$ cat src/shared/lmd_pkg.sv
// laser monitor and dither register bank: shared constants and types
// assumes a 32-bit AHB-Lite bus with one word per register index
package lmd_pkg;
   // register indices; byte address is index times four
   typedef logic [7:0] lmd_idx_t;
   localparam int unsigned IDX_LSB  = 2;
   localparam int unsigned IDX_MSB  = 9;
   localparam lmd_idx_t    IDX_CUR  = 8'h57;
   localparam lmd_idx_t    IDX_TMP  = 8'h58;
   localparam lmd_idx_t    IDX_DE   = 8'h59;
   localparam lmd_idx_t    IDX_DR   = 8'h5A;
   localparam lmd_idx_t    IDX_DF   = 8'h5B;
   localparam lmd_idx_t    IDX_DA   = 8'h5C;
   localparam lmd_idx_t    IDX_WIN  = 8'h60;
   localparam lmd_idx_t    IDX_RES  = 8'h61;
   localparam lmd_idx_t    IDX_IST  = 8'h62;
   localparam lmd_idx_t    IDX_IMSK = 8'h63;

   // snapshot array limits
   localparam int unsigned ARR_MAX_BYTES = 20;
   localparam int unsigned ARR_MAX_WORDS = ARR_MAX_BYTES / 2;

   // dither enable/shape field layout and codes
   localparam int unsigned DE_LSB     = 0;
   localparam int unsigned WF_LSB     = 4;
   localparam logic [1:0]  DE_OFF     = 2'h0;
   localparam logic [1:0]  DE_ANALOG  = 2'h1;
   localparam logic [1:0]  DE_DIGITAL = 2'h2;
   localparam logic [1:0]  DE_BAD     = 2'h3;
   localparam logic [1:0]  WF_SINE    = 2'h0;
   localparam logic [1:0]  WF_TRI     = 2'h1;

   // command result register: status bit and error condition code
   localparam int unsigned RES_XE_BIT  = 0;
   localparam int unsigned RES_ERR_LSB = 4;
   localparam logic [3:0]  ERR_OK      = 4'h0;
   localparam logic [3:0]  ERR_CIP     = 4'h1;
   localparam logic [3:0]  ERR_CII     = 4'h2;
   localparam logic [3:0]  ERR_EXF     = 4'h3;
   localparam logic [3:0]  ERR_VSE     = 4'h4;

   // interrupt status / mask bits
   localparam int unsigned IRQ_W    = 3;
   localparam int unsigned IRQ_SNAP = 0;
   localparam int unsigned IRQ_XE   = 1;
   localparam int unsigned IRQ_DONE = 2;

   // settle time of a pending dither write, least time, rounded up
   localparam int unsigned CLK_PS   = 4000;
   localparam int unsigned PEND_NS  = 1000;
   localparam int unsigned PEND_CYC = (PEND_NS * 1000 + CLK_PS - 1) / CLK_PS;

   typedef struct packed {
      logic [1:0]  mode;
      logic [1:0]  shape;
      logic [15:0] rate;
      logic [15:0] fm;
      logic [15:0] am;
   } lmd_dither_t;

   typedef struct packed {
      logic     valid;
      logic     hi;
      lmd_idx_t idx;
   } lmd_wph_t;
endpackage

$ cat src/hw/lmd_regs.sv
// laser monitor snapshot and dither configuration registers on AHB-Lite
// assumes live measurements arrive from logic on hclk, one 16-bit word per entry
//
// Contract
// - current snapshot read returns byte count and aims window at current array
// - current snapshot read copies all live currents into the window buffer
// - at most twenty array bytes are ever returned
// - current array: cooler, diode 1, diodes 2-4, optical amplifier in order
// - current words are unsigned tenths of a milliampere, passed unchanged
// - temperature snapshot read returns byte count and aims window at temps
// - temperature snapshot read copies all live temperatures into the buffer
// - temperature words are hundredths of a degree, passed unchanged
// - failed snapshot read returns zero, sets error status and a condition
// - analog and digital dither are optional capabilities
// - digital dither is the preferred dither mechanism
// - enable field: 0 off, 1 analog, 2 digital, 3 is an error
// - waveform field: 0 sine, 1 symmetric triangle
// - rate, deviation, depth change only while digital dither is off
// - rate in kHz, deviation in 0.1 GHz, depth in 0.1 percent
`timescale 1ns/1ps
module lmd_regs
   import lmd_pkg::*;
#(
   parameter int unsigned CUR_BYTES = 12,
   parameter int unsigned TMP_BYTES = 8,
   parameter logic [15:0] RATE_MIN  = 16'h000A,
   parameter logic [15:0] RATE_MAX  = 16'h00C8,
   parameter logic [15:0] RATE_RST  = 16'h000A,
   parameter logic [1:0]  MODE_RST  = 2'h0
)(
   input  wire logic                         hclk,
   input  wire logic                         hresetn,
   input  wire logic                         hsel,
   input  wire logic [31:0]                  haddr,
   input  wire logic [1:0]                   htrans,
   input  wire logic                         hwrite,
   input  wire logic [2:0]                   hsize,
   input  wire logic [31:0]                  hwdata,
   input  wire logic                         hready,
   output logic                              hreadyout,
   output logic                              hresp,
   output logic      [31:0]                  hrdata,
   input  wire logic [ARR_MAX_WORDS*16-1:0]  live_cur,
   input  wire logic [ARR_MAX_WORDS*16-1:0]  live_temp,
   input  wire logic                         live_valid,
   output lmd_dither_t                       dither_cfg,
   output logic                              irq
);
   localparam int unsigned CUR_WORDS = CUR_BYTES / 2;
   localparam int unsigned TMP_WORDS = TMP_BYTES / 2;

   initial begin
      if (CUR_BYTES == 0 || CUR_BYTES > ARR_MAX_BYTES || CUR_BYTES % 2 != 0)
         $error("CUR_BYTES must be even and 2..20");
      if (TMP_BYTES == 0 || TMP_BYTES > ARR_MAX_BYTES || TMP_BYTES % 2 != 0)
         $error("TMP_BYTES must be even and 2..20");
      if (RATE_MIN > RATE_MAX || RATE_RST < RATE_MIN || RATE_RST > RATE_MAX)
         $error("dither rate limits inconsistent");
      if (MODE_RST == DE_BAD)
         $error("MODE_RST must not be the invalid mode");
   end

   typedef enum logic [1:0] {WIN_NONE, WIN_CUR, WIN_TMP} lmd_win_t;

   lmd_win_t          win_r;
   logic [3:0]        ptr_r;
   logic [3:0]        cnt_r;
   logic [15:0]       arr_r [ARR_MAX_WORDS];
   lmd_dither_t       dit_r;
   lmd_wph_t          wph_r;
   logic [7:0]        res_r;
   logic [IRQ_W-1:0]  ist_r;
   logic [IRQ_W-1:0]  msk_r;
   logic [8:0]        pend_r;
   logic [31:0]       hrdata_r;

   logic              take, rd, busy, hi;
   lmd_idx_t          a_idx;
   logic [15:0]       rdata_nxt;
   logic [3:0]        rcode, wcode;
   logic              rcmd, wcmd, cur_snap, tmp_snap, win_adv;
   logic              de_we, dr_we, df_we, da_we, msk_we;
   logic [IRQ_W-1:0]  ist_clr, ist_set;
   logic [15:0]       wd;

   // zero-wait slave; errors go to the result register, never to hresp
   assign hreadyout = 1'b1;
   assign hresp     = 1'b0;
   assign hrdata    = hrdata_r;
   assign take      = hsel & htrans[1] & hready;
   assign rd        = take & ~hwrite;
   assign a_idx     = haddr[IDX_MSB:IDX_LSB];
   assign hi        = |haddr[31:IDX_MSB+1];
   assign busy      = pend_r != 9'h000;
   assign wd        = hwdata[15:0];
   assign dither_cfg = dit_r;

   // read decode in the address phase so hrdata can come from a flop
   always_comb begin
      rdata_nxt = 16'h0000;
      rcode     = ERR_OK;
      // bookkeeping registers never touch the result register
      rcmd      = rd & (hi | (a_idx != IDX_RES && a_idx != IDX_IST && a_idx != IDX_IMSK));
      cur_snap  = 1'b0;
      tmp_snap  = 1'b0;
      win_adv   = 1'b0;
      if (rd && hi) begin
         rcode = ERR_CII;
      end else if (rd) begin
         case (a_idx)
            IDX_CUR, IDX_TMP: begin
               if (!live_valid) begin
                  rcode = ERR_EXF;
               end else if (a_idx == IDX_CUR) begin
                  cur_snap  = 1'b1;
                  rdata_nxt = 16'(CUR_BYTES);
               end else begin
                  tmp_snap  = 1'b1;
                  rdata_nxt = 16'(TMP_BYTES);
               end
            end
            IDX_WIN: begin
               // reads past the count return zero and flag an error
               if (win_r != WIN_NONE && ptr_r < cnt_r) begin
                  rdata_nxt = arr_r[ptr_r];
                  win_adv   = 1'b1;
               end else begin
                  rcode = ERR_EXF;
               end
            end
            IDX_DE:   rdata_nxt = {10'h000, dit_r.shape, 2'h0, dit_r.mode};
            IDX_DR:   rdata_nxt = dit_r.rate;
            IDX_DF:   rdata_nxt = dit_r.fm;
            IDX_DA:   rdata_nxt = dit_r.am;
            IDX_RES:  rdata_nxt = {8'h00, res_r};
            IDX_IST:  rdata_nxt = 16'(ist_r);
            IDX_IMSK: rdata_nxt = 16'(msk_r);
            default:  rcode     = ERR_CII;
         endcase
      end
   end

   // write checks in the data phase, against the saved address
   always_comb begin
      wcode   = ERR_OK;
      wcmd    = wph_r.valid & (wph_r.hi | (wph_r.idx != IDX_RES && wph_r.idx != IDX_IST
                                           && wph_r.idx != IDX_IMSK));
      de_we   = 1'b0;
      dr_we   = 1'b0;
      df_we   = 1'b0;
      da_we   = 1'b0;
      msk_we  = 1'b0;
      ist_clr = '0;
      if (wph_r.valid && wph_r.hi) begin
         wcode = ERR_CII;
      end else if (wph_r.valid) begin
         case (wph_r.idx)
            IDX_DE: begin
               if (busy)
                  wcode = ERR_CIP;
               else if (wd[DE_LSB+:2] == DE_BAD || wd[WF_LSB+:2] > WF_TRI)
                  wcode = ERR_EXF;
               else
                  de_we = 1'b1;
            end
            IDX_DR, IDX_DF, IDX_DA: begin
               if (busy)
                  wcode = ERR_CIP;
               else if (dit_r.mode == DE_DIGITAL)
                  wcode = ERR_EXF;
               else if (wph_r.idx == IDX_DR && (wd < RATE_MIN || wd > RATE_MAX))
                  wcode = ERR_EXF;
               else begin
                  dr_we = wph_r.idx == IDX_DR;
                  df_we = wph_r.idx == IDX_DF;
                  da_we = wph_r.idx == IDX_DA;
               end
            end
            IDX_IST:  ist_clr = hwdata[IRQ_W-1:0];
            IDX_IMSK: msk_we  = 1'b1;
            IDX_RES:  wcode   = ERR_OK;
            default:  wcode   = ERR_CII;
         endcase
      end
   end

   // address phase capture for writes
   always_ff @(posedge hclk or negedge hresetn) begin
      if (!hresetn) begin
         wph_r <= '0;
      end else begin
         wph_r.valid <= take & hwrite;
         wph_r.hi    <= hi;
         wph_r.idx   <= a_idx;
      end
   end

   always_ff @(posedge hclk or negedge hresetn) begin
      if (!hresetn)
         hrdata_r <= 32'h0000_0000;
      else if (rd)
         hrdata_r <= {16'h0000, rdata_nxt};
   end

   // snapshot buffer: one coherent copy, taken in the read's own cycle
   always_ff @(posedge hclk or negedge hresetn) begin
      if (!hresetn) begin
         for (int i = 0; i < ARR_MAX_WORDS; i++)
            arr_r[i] <= 16'h0000;
      end else if (cur_snap) begin
         for (int i = 0; i < ARR_MAX_WORDS; i++)
            arr_r[i] <= live_cur[i*16+:16];
      end else if (tmp_snap) begin
         for (int i = 0; i < ARR_MAX_WORDS; i++)
            arr_r[i] <= live_temp[i*16+:16];
      end
   end

   // window pointer and selection
   always_ff @(posedge hclk or negedge hresetn) begin
      if (!hresetn) begin
         win_r <= WIN_NONE;
         ptr_r <= 4'h0;
         cnt_r <= 4'h0;
      end else if (cur_snap) begin
         win_r <= WIN_CUR;
         ptr_r <= 4'h0;
         cnt_r <= 4'(CUR_WORDS);
      end else if (tmp_snap) begin
         win_r <= WIN_TMP;
         ptr_r <= 4'h0;
         cnt_r <= 4'(TMP_WORDS);
      end else if (win_adv) begin
         ptr_r <= ptr_r + 4'h1;
      end
   end

   // dither configuration; digital dither offered, analog passed to pin logic
   always_ff @(posedge hclk or negedge hresetn) begin
      if (!hresetn) begin
         dit_r.mode  <= MODE_RST;
         dit_r.shape <= WF_SINE;
         dit_r.rate  <= RATE_RST;
         dit_r.fm    <= 16'h0000;
         dit_r.am    <= 16'h0000;
      end else begin
         if (de_we) begin
            dit_r.mode  <= wd[DE_LSB+:2];
            dit_r.shape <= wd[WF_LSB+:2];
         end
         if (dr_we)
            dit_r.rate <= wd;
         if (df_we)
            dit_r.fm <= wd;
         if (da_we)
            dit_r.am <= wd;
      end
   end

   // enable and rate writes pend while the laser settles
   always_ff @(posedge hclk or negedge hresetn) begin
      if (!hresetn)
         pend_r <= 9'h000;
      else if (de_we || dr_we)
         pend_r <= 9'(PEND_CYC);
      else if (busy)
         pend_r <= pend_r - 9'h001;
   end

   // result of the latest command; a read decides over an overlapping write
   always_ff @(posedge hclk or negedge hresetn) begin
      if (!hresetn)
         res_r <= 8'h00;
      else if (rcmd)
         res_r <= {rcode, 3'h0, rcode != ERR_OK};
      else if (wcmd)
         res_r <= {wcode, 3'h0, wcode != ERR_OK};
   end

   // sticky events, write one to clear; a new event beats its clear
   assign ist_set[IRQ_SNAP] = cur_snap | tmp_snap;
   assign ist_set[IRQ_XE]   = (rcmd & rcode != ERR_OK) | (wcmd & wcode != ERR_OK);
   assign ist_set[IRQ_DONE] = pend_r == 9'h001;

   always_ff @(posedge hclk or negedge hresetn) begin
      if (!hresetn) begin
         ist_r <= '0;
         msk_r <= '0;
      end else begin
         ist_r <= (ist_r & ~ist_clr) | ist_set;
         if (msk_we)
            msk_r <= hwdata[IRQ_W-1:0];
      end
   end

   assign irq = |(ist_r & msk_r);
endmodule

$ cat config.mk
export PLATFORM = sky130hd
export DESIGN_NAME = lmd_regs
export DESIGN_NICKNAME = d
export VERILOG_FILES = /design/src/shared/lmd_pkg.sv /design/src/hw/lmd_regs.sv
export SDC_FILE = /design/constraint.sdc
export NUM_CORES = 1
export LEC_CHECK = 0
export ABC_AREA = 1
export BUFFER_PORTS_ARGS = -buffer_cell sky130_fd_sc_hd__buf_4
export CAP_MARGIN = 20
export CELL_PAD_IN_SITES_DETAIL_PLACEMENT = 1
export CELL_PAD_IN_SITES_GLOBAL_PLACEMENT = 1
export CORE_MARGIN = 3
export CORE_UTILIZATION = 35
export CTS_BUF_LIST = sky130_fd_sc_hd__clkbuf_8
export DETAILED_ROUTE_END_ITERATION = 10
export GPL_TIMING_DRIVEN = 0
export PLACE_DENSITY = 0.85
export REMOVE_ABC_BUFFERS = 1
export SETUP_SLACK_MARGIN = 0.15
export SLEW_MARGIN = 20
export SYNTH_ARGS = -nofsm -noshare
export SYNTH_HDL_FRONTEND = slang
export SYNTH_SLANG_ARGS = --single-unit
$ cat constraint.sdc
create_clock -name hclk -period 2.5 [get_ports hclk]
set_input_delay 0.5 -clock hclk [delete_from_list [all_inputs] [get_ports hclk]]
set_output_delay 0.5 -clock hclk [all_outputs]
set_load 0.02 [all_outputs]
==> results.rst, run 1 <==
.. list-table::
   :header-rows: 1

   * - Metric
     - Value
   * - Main synth FF type
     - sky130_fd_sc_hd__dfrtp_1
   * - Power per cell area
     - ~500 mW/mm^2
   * - Endpoint of the worst register-to-register path
     - pend_r[1]
   * - Synth area leaders
     - sky130_fd_sc_hd__dfrtp_1 47%, sky130_fd_sc_hd__nand2_1 15%, sky130_fd_sc_hd__nand3_1 12%
   * - Startpoint Class
     - input port
   * - Initial DRC Count
     - 591
   * - Startpoint of the lowest-slack register-to-register path
     - pend_r[0]
   * - Post-synth EDFFs
     - 0
   * - RSZ-0062 raised after global routing
     - no
   * - Clock Path Buffers
     - 3
   * - Sinks on the clock net
     - 231
   * - Global-route wire length before repair
     - roughly 77 mm
   * - Filler cell count
     - 4178
   * - Final GP Congestion
     - between 0.8 and 0.9
   * - Drt pass-1 iters
     - 5
   * - Clock Power Share
     - a little under half
   * - Overall die width
     - 192 um
   * - Layout Area Growth over Synthesis
     - 35.3%
   * - Startpoint-to-endpoint class of the critical path
     - in -> reg
   * - Overall Global Routing Usage
     - 26.8%
   * - Clock insertion delay at the later pin of the skew report
     - 0.56 ns
   * - Leading area contributor after synthesis
     - sky130_fd_sc_hd__dfrtp_1
   * - Per-cell routed wire length
     - between 20 and 25 um
   * - Most frequent cell after synthesis
     - sky130_fd_sc_hd__nand2_1
   * - Ratio of final minimum period to clock period
     - 90.7%
   * - Ys Warns
     - 0
   * - Hold/Removal Path Class
     - in -> reg
   * - Async set-reset flop share out of synthesis
     - 100%
   * - Final WL
     - 50.5 mm
   * - Fraction of final layout cells sized beyond drive strength 1
     - between 20% and 30%
   * - Cells after Synth
     - 1593
   * - Die area
     - 0.0369 mm^2
   * - Max-cap violation count
     - 0
   * - Critical path destination
     - arr_r[125]
   * - Area share of the largest cell type after synthesis
     - 47.3%
   * - Power share of the sequential group
     - between 40% and 50%
   * - Crit path max fanout
     - 33
   * - Vias after detailed routing
     - 12900
   * - Drc violations
     - 0
   * - Data arrival time at the worst-slack endpoint
     - approximately 2.7 ns
   * - Final-report hold violation count
     - 0
   * - Antenna Violating Nets Remaining
     - 0
   * - Area of the mapped netlist
     - around 0.012 mm^2
   * - Internal power
     - approximately 6.2 mW
   * - Root Driver
     - sky130_fd_sc_hd__clkbuf_8
   * - Final total power
     - ~8 mW
   * - Reg-to-reg slack, setup
     - roughly 0.26 ns
   * - Max Fclk
     - between 400 and 500 MHz
   * - Area after detailed placement
     - 0.0153 mm^2
   * - Number of ports placed on the die boundary
     - roughly 480
   * - Antenna diodes
     - 0
   * - Slowest CP cell
     - sky130_fd_sc_hd__nor2_4
   * - Overall die height
     - 192 um
   * - Run status
     - finished clean
   * - Largest net degree at the start of global routing
     - 100
   * - Type of destination of the critical path
     - flip-flop
   * - Number of rows created at floorplan
     - 67
   * - Leakage
     - around 8.3 nW
   * - Relative contribution of combinational cells to total power
     - 7.5%
   * - Worst hold start
     - haddr[9]
   * - Syn Area/Cell
     - 7.61 um^2
   * - Clock slew at reported path FFs
     - 0.06 ns
   * - H-Tree Depth
     - 2
   * - Clock Skews
     - 0.0355 ns
   * - Worst relative slew slack
     - 46.9%
   * - Placeable core area
     - between 0.03 and 0.04 mm^2
   * - Cts bufs inserted
     - 43
   * - Delay of the slowest critical-path stage
     - 0.54 ns
   * - Synthesis-stage register bit count
     - ~230
   * - Placed Instances
     - 2333
   * - Final-report max-slew violation count
     - 0
   * - Max VDD drop
     - 0.258 mV
   * - Clock tree from TritonCTS
     - yes
   * - Worst setup path startpoint
     - haddr[9]
   * - Number of cells on the worst reg-to-reg path
     - 10
   * - Initial antenna violation count
     - 0
   * - Net load switching power
     - 1.94 mW
   * - Via density per instance
     - roughly 5.3
   * - Leading cell types by count after synthesis
     - 500 x sky130_fd_sc_hd__nand2_1, 294 x sky130_fd_sc_hd__nand3_1, 229 x sky130_fd_sc_hd__dfrtp_1
   * - Worst Max-Slew Pin Slew
     - 0.797 ns
   * - Count of unique library cells instantiated by Yosys
     - 51
   * - Input/output buffers
     - 377
   * - Net total in the final layout
     - between 2000 and 2500
   * - Via count of the first global-routing pass
     - 14000
   * - Gr ovfl total
     - 0
   * - Final Non-Filler Cells
     - 2420
   * - Series of cell instances along the critical path
     - buf_4, inv_1, nand4_1, inv_1, nand3b_1, nor2_4, buf_12, buf_12, nand2_1, o211ai_1
   * - Shortest clock period the worst path allows after layout
     - 2.27 ns
   * - Initial core utilization
     - 35.8%
   * - Count of final setup violators
     - 0
   * - Final-layout setup total negative slack
     - 0 ns
   * - Estimated wirelength of the detail-placed design
     - 35.3 mm
   * - Final design area excluding fillers
     - 0.0164 mm^2
   * - Switching portion of total power
     - 23.9%
   * - Data required time at the worst endpoint
     - 2.94 ns
   * - Sequential-to-total area share from yosys stat
     - 47.7%
==> worst max-delay path: cells and delay by family <==
kind                   cells  cell delay (ns)
AO/OA/AOI/OAI              1             0.10
buffers and inverters      5             0.83
AND/OR/NAND/NOR            4             1.25
==> cell families (layout without fill, tap and decap cells) <==
group,Yosys count,after routing,synth area share (%)
buffers and inverters,222,582,8.40
other,2,18,0.0619
AO/OA/AOI/OAI,211,211,10.3
XOR/XNOR,5,5,0.361
adder cells (fa/ha/maj),4,4,0.413
flip-flops,231,231,47.7
AND/OR/NAND/NOR,918,921,32.8
==> repair_timing <==
item / 4_1_cts / 5_1_grt
setup endpoints to repair: 196 / 98
hold buffers: 1 / 0
setup buffers: 7 / 1
gates cloned: 3 / 2
pin swaps: 4 / 6
hold endpoints to repair: 44 / 0
gates resized for setup: 29 / 4
==> layout by cell type, fill, tap and decap left out, types with 3 or more instances in the layout <==
cell type and instances:
sky130_fd_sc_hd__o211ai_1 26, sky130_fd_sc_hd__buf_4 382, sky130_fd_sc_hd__nand3b_1 3, sky130_fd_sc_hd__or2_1 4, sky130_fd_sc_hd__nand2_4 4, sky130_fd_sc_hd__buf_8 3
sky130_fd_sc_hd__buf_12 3, sky130_fd_sc_hd__a211oi_1 4, sky130_fd_sc_hd__inv_1 111, sky130_fd_sc_hd__clkbuf_8 52, sky130_fd_sc_hd__nand2_1 499, sky130_fd_sc_hd__o21ai_1 19
sky130_fd_sc_hd__nor2_1 73, sky130_fd_sc_hd__nor2_2 3, sky130_fd_sc_hd__dfrtp_4 3, sky130_fd_sc_hd__dfrtp_1 226, sky130_fd_sc_hd__ha_1 4, sky130_fd_sc_hd__o21ai_2 10
sky130_fd_sc_hd__conb_1 18, sky130_fd_sc_hd__a21oi_1 60, sky130_fd_sc_hd__nand4_1 12, sky130_fd_sc_hd__a221oi_1 8, sky130_fd_sc_hd__buf_6 7, sky130_fd_sc_hd__a22oi_1 10
sky130_fd_sc_hd__xor2_1 3, sky130_fd_sc_hd__buf_16 7, sky130_fd_sc_hd__nor2_4 5, sky130_fd_sc_hd__nand3_1 294, sky130_fd_sc_hd__o21ai_0 61, sky130_fd_sc_hd__nor3_1 13
==> layer usage <==
layer	vias to the layer above	routed length, um	global-route usage (%)
li1	5944	-	-
met1	6332	20600	33.2
met2	454	24200	45.0
met3	137	3270	5.18
met4	0	2470	12.8
met5	-	0	0
==> state kept, by name, indices dropped and copies added (netlist names) <==
signal	cells
ist_r	3
arr_r	128
win_r	2
dither_cfg	52
hrdata	16
wph_r	10
ptr_r	4
res_r	3
cnt_r	1
pend_r	9
msk_r	3
==> cell type report <==
cell class                 count  area (um^2)  area share, %
timing repair inverter         2         20.0          0.122
timing repair buffer         403         3250           19.8
clock inverter                21          143          0.870
inverter                     104          450           2.75
clock buffer                  52          716           4.36
sequential                   231         5790           35.3
tap                          448          561           3.42
multi-input combinational   1159         5460           33.3
==> power by group through the flow <==
stage               Sequential [mW]  Combinational (mW)  Clock [mW]
floorplan                      3.83              0.0923           0
global placement               3.83               0.581           0
detailed placement             3.83               0.602           0
CTS                            3.77               0.607        3.81
global route                   3.77               0.660        4.01
finish                         3.77               0.604        3.74
==> metrics by stage <==
stage	setup WS, ns	util (%)	hold WS (ns)
2_1_floorplan	-3.11	-	0.204
3_3_place_gp	-6.94	44.1	0.439
3_5_place_dp	-1.02	45.2	0.443
4_1_cts	0.191	48.3	0.0237
5_1_grt	0.138	48.4	0.0361
6_report	0.233	48.4	0.0567
==> how the worst min path moves through the flow <==
stage | to | slack, ns | cells after the start
final | wph_r[7] | 0.06 | 1
after global routing | wph_r[7] | 0.04 | 1
after detailed placement | dither_cfg[17] | 0.44 | 1
after CTS | wph_r[7] | 0.02 | 1
after floorplan | arr_r[100] | 0.20 | 0
after global placement | cnt_r[2] | 0.44 | 2
(Power assumes the default switching activity.)
==> run 2: changes to the inputs <==
Settings changed: MAX_ROUTING_LAYER set to met4.
==> run 2 against run 1 <==
  * Clock skew down 0.023 ns
  * Critical path depth up 1
  * Non-clock buffer count up 1
  * Hold slack better by 0.021 ns
  * Fmax up 1.6%
  * Via count down 0.76%
  * Combinational power about the same
  * Clock-buffer cell count up 3
  * Largest power group unchanged
==> results.rst, run 2 (synthesized netlist as in run 1, its figures left out) <==
.. list-table::
   :header-rows: 1

   * - Metric
     - Value
   * - Worst relative slew slack
     - 47.8% (+0.93 points)
   * - Power per cell area
     - 486 mW/mm^2 (-1.6%)
   * - Via count of the first global-routing pass
     - 13700 (-2.5%)
   * - Count of final setup violators
     - 0 (unchanged)
   * - Initial antenna violation count
     - 1 (+1)
   * - Number of rows created at floorplan
     - 67 (unchanged)
   * - Startpoint-to-endpoint class of the critical path
     - in -> reg
   * - Largest register by flop count
     - arr_r
   * - Final-layout worst hold slack
     - 0.0780 ns (+0.0213 ns)
   * - Layout Area Growth over Synthesis
     - 35.6%
   * - Hold/Removal Path Class
     - in -> reg
   * - Worst Max-Slew Pin Slew
     - 0.783 ns (-0.0139 ns)
   * - Final WL
     - 50.4 mm (-0.27%)
   * - Ratio of final minimum period to clock period
     - 89.3% (-1.4 points)
   * - Clock slew at reported path FFs
     - 0.06 ns (about the same)
   * - Via density per instance
     - 5.26 (-1.0%)
   * - Fraction of final layout cells sized beyond drive strength 1
     - 26.0% (+0.34 points)
   * - Data arrival time at the worst-slack endpoint
     - 2.66 ns (-0.05 ns)
   * - Estimated wirelength of the detail-placed design
     - 34.9 mm (-1.0%)
   * - Final total power
     - 7.99 mW (-1.4%)
   * - Final GP Congestion
     - 0.885 (+6.6%)
   * - Input/output buffers
     - 377 (unchanged)
   * - Sinks on the clock net
     - 231 (unchanged)
   * - Gr ovfl total
     - 0 (unchanged)
   * - Clock insertion delay at the later pin of the skew report
     - 0.54 ns (-0.02 ns)
   * - Type of destination of the critical path
     - flip-flop
   * - Max-cap violation count
     - 0 (unchanged)
   * - Antenna Violating Nets Remaining
     - 0 (unchanged)
   * - Flip-flop count of the largest register after layout
     - 128 (unchanged)
   * - Data required time at the worst endpoint
     - 2.93 ns (about the same)
   * - Crit path max fanout
     - 9 (-73%)
   * - Filler cell count
     - 4265 (+2.1%)
   * - Per-cell routed wire length
     - 20.8 um (-0.52%)
   * - Startpoint Class
     - input port
   * - Overall Global Routing Usage
     - 27.4% (+0.61 points)
   * - Final-layout setup total negative slack
     - 0 ns (unchanged)
   * - Leakage
     - 8.31 nW (about the same)
   * - Clock Path Buffers
     - 3 (unchanged)
   * - Initial core utilization
     - 35.8% (unchanged)
   * - Vias after detailed routing
     - 12800 (-0.76%)
   * - H-Tree Depth
     - 2 (unchanged)
   * - Global-route wire length before repair
     - 76.5 mm (-0.80%)
   * - RSZ-0062 raised after global routing
     - no
   * - Initial DRC Count
     - 666 (+13%)
   * - Net total in the final layout
     - 2343 (unchanged)
   * - Number of ports placed on the die boundary
     - 482 (unchanged)
   * - Max VDD drop
     - 0.255 mV (-1.4%)
   * - Placeable core area
     - 0.0339 mm^2 (unchanged)
   * - Largest net degree at the start of global routing
     - 90 (-10%)
   * - Die area
     - 0.0369 mm^2 (unchanged)
   * - Overall die height
     - 192 um (unchanged)
   * - Final-report hold violation count
     - 0 (unchanged)
   * - Shortest clock period the worst path allows after layout
     - 2.23 ns (-0.0348 ns)
   * - Cts bufs inserted
     - 43 (unchanged)
   * - Overall die width
     - 192 um (unchanged)
   * - Root Driver
     - sky130_fd_sc_hd__clkbuf_8
   * - Max Fclk
     - 448 MHz (+1.6%)
   * - Most common cell after layout, fill and taps aside
     - sky130_fd_sc_hd__nand2_1
   * - Commonest non-fill, non-tap cells in the layout
     - 499 x sky130_fd_sc_hd__nand2_1, 381 x sky130_fd_sc_hd__buf_4, 294 x sky130_fd_sc_hd__nand3_1, 226 x sky130_fd_sc_hd__dfrtp_1, 109 x sky130_fd_sc_hd__inv_1
   * - Drt pass-1 iters
     - 5 (unchanged)
   * - Final-report max-slew violation count
     - 0 (unchanged)
   * - Clock Skews
     - 0.0128 ns (-0.0227 ns)
   * - Clock tree from TritonCTS
     - yes
   * - Drc violations
     - 0 (unchanged)
   * - Run status
     - finished clean
## run 2: worst paths after layout
check	from	cells past startpoint	to	slack, ns
worst max register to register	ptr_r[2]	10	ptr_r[2]	0.29
worst min-delay path	haddr[9]	1	wph_r[7]	0.08
worst min register to register	cnt_r[2]	2	cnt_r[2]	0.47
min in group asynchronous	hresetn	2	wph_r[2]	0.51
max in group asynchronous	hresetn	3	arr_r[35]	1.06
worst max-delay path	haddr[6]	11	hrdata[4]	0.27
## run 2: area by class of cell
cell class	count	area, um^2	area share, %
multi-input combinational	1159	5460	33.2
sequential	231	5790	35.2
inverter	104	444	2.70
clock inverter	23	106	0.647
antenna	1	2.50	0.0152
timing repair inverter	1	8.76	0.0533
tap	448	561	3.41
timing repair buffer	404	3300	20.1
clock buffer	55	757	4.60
## run 2: routing by layer
metal | up-vias | wire (um) | GRT usage (%)
met4 | 0 | 1670 | 9.69
met1 | 6297 | 21000 | 34.1
li1 | 5942 | - | -
met5 | - | 0 | -
met3 | 104 | 3100 | 4.45
met2 | 426 | 24600 | 45.4
## run 2: timing repair
item,in CTS,in global routing
setup buffers,3,3
hold buffers,1,0
hold endpoints to repair,68,0
gates cloned,4,2
resized for setup,22,12
endpoints found under the setup margin,196,109
pin swaps,3,5
## run 2: worst max-delay path, stage by stage
cell and delay (ns):
sky130_fd_sc_hd__buf_4 0.13, sky130_fd_sc_hd__nand4_1 0.11, sky130_fd_sc_hd__inv_1 0.11, sky130_fd_sc_hd__nand2_1 0.41, sky130_fd_sc_hd__clkinv_1 0.50, sky130_fd_sc_hd__nand2_1 0.17, sky130_fd_sc_hd__nand2_1 0.07, sky130_fd_sc_hd__a211oi_1 0.35
sky130_fd_sc_hd__nand2_1 0.12, sky130_fd_sc_hd__nand2_1 0.10, sky130_fd_sc_hd__nand2_1 0.06
## run 2: through the flow
stage / util [%] / instances / cell area [um^2] / setup WS, ns
finish: 48.5 / 2426 / 16400 / 0.268
detailed placement: 45.2 / 2334 / 15300 / -1.05
global route: 48.5 / 2426 / 16400 / 0.159
CTS: 48.3 / 2420 / 16400 / 0.0665
floorplan: - / 1491 / 11600 / -3.11
global placement: 44.1 / 2316 / 14900 / -6.98
## run 2: report_power, final
| group | leakage, nW | internal (mW) | switching [mW] |
|---|---|---|---|
| Clock | 0.498 | 1.98 | 1.64 |
| Sequential | 2.80 | 3.76 | 0.0109 |
| Combinational | 5.02 | 0.338 | 0.268 |
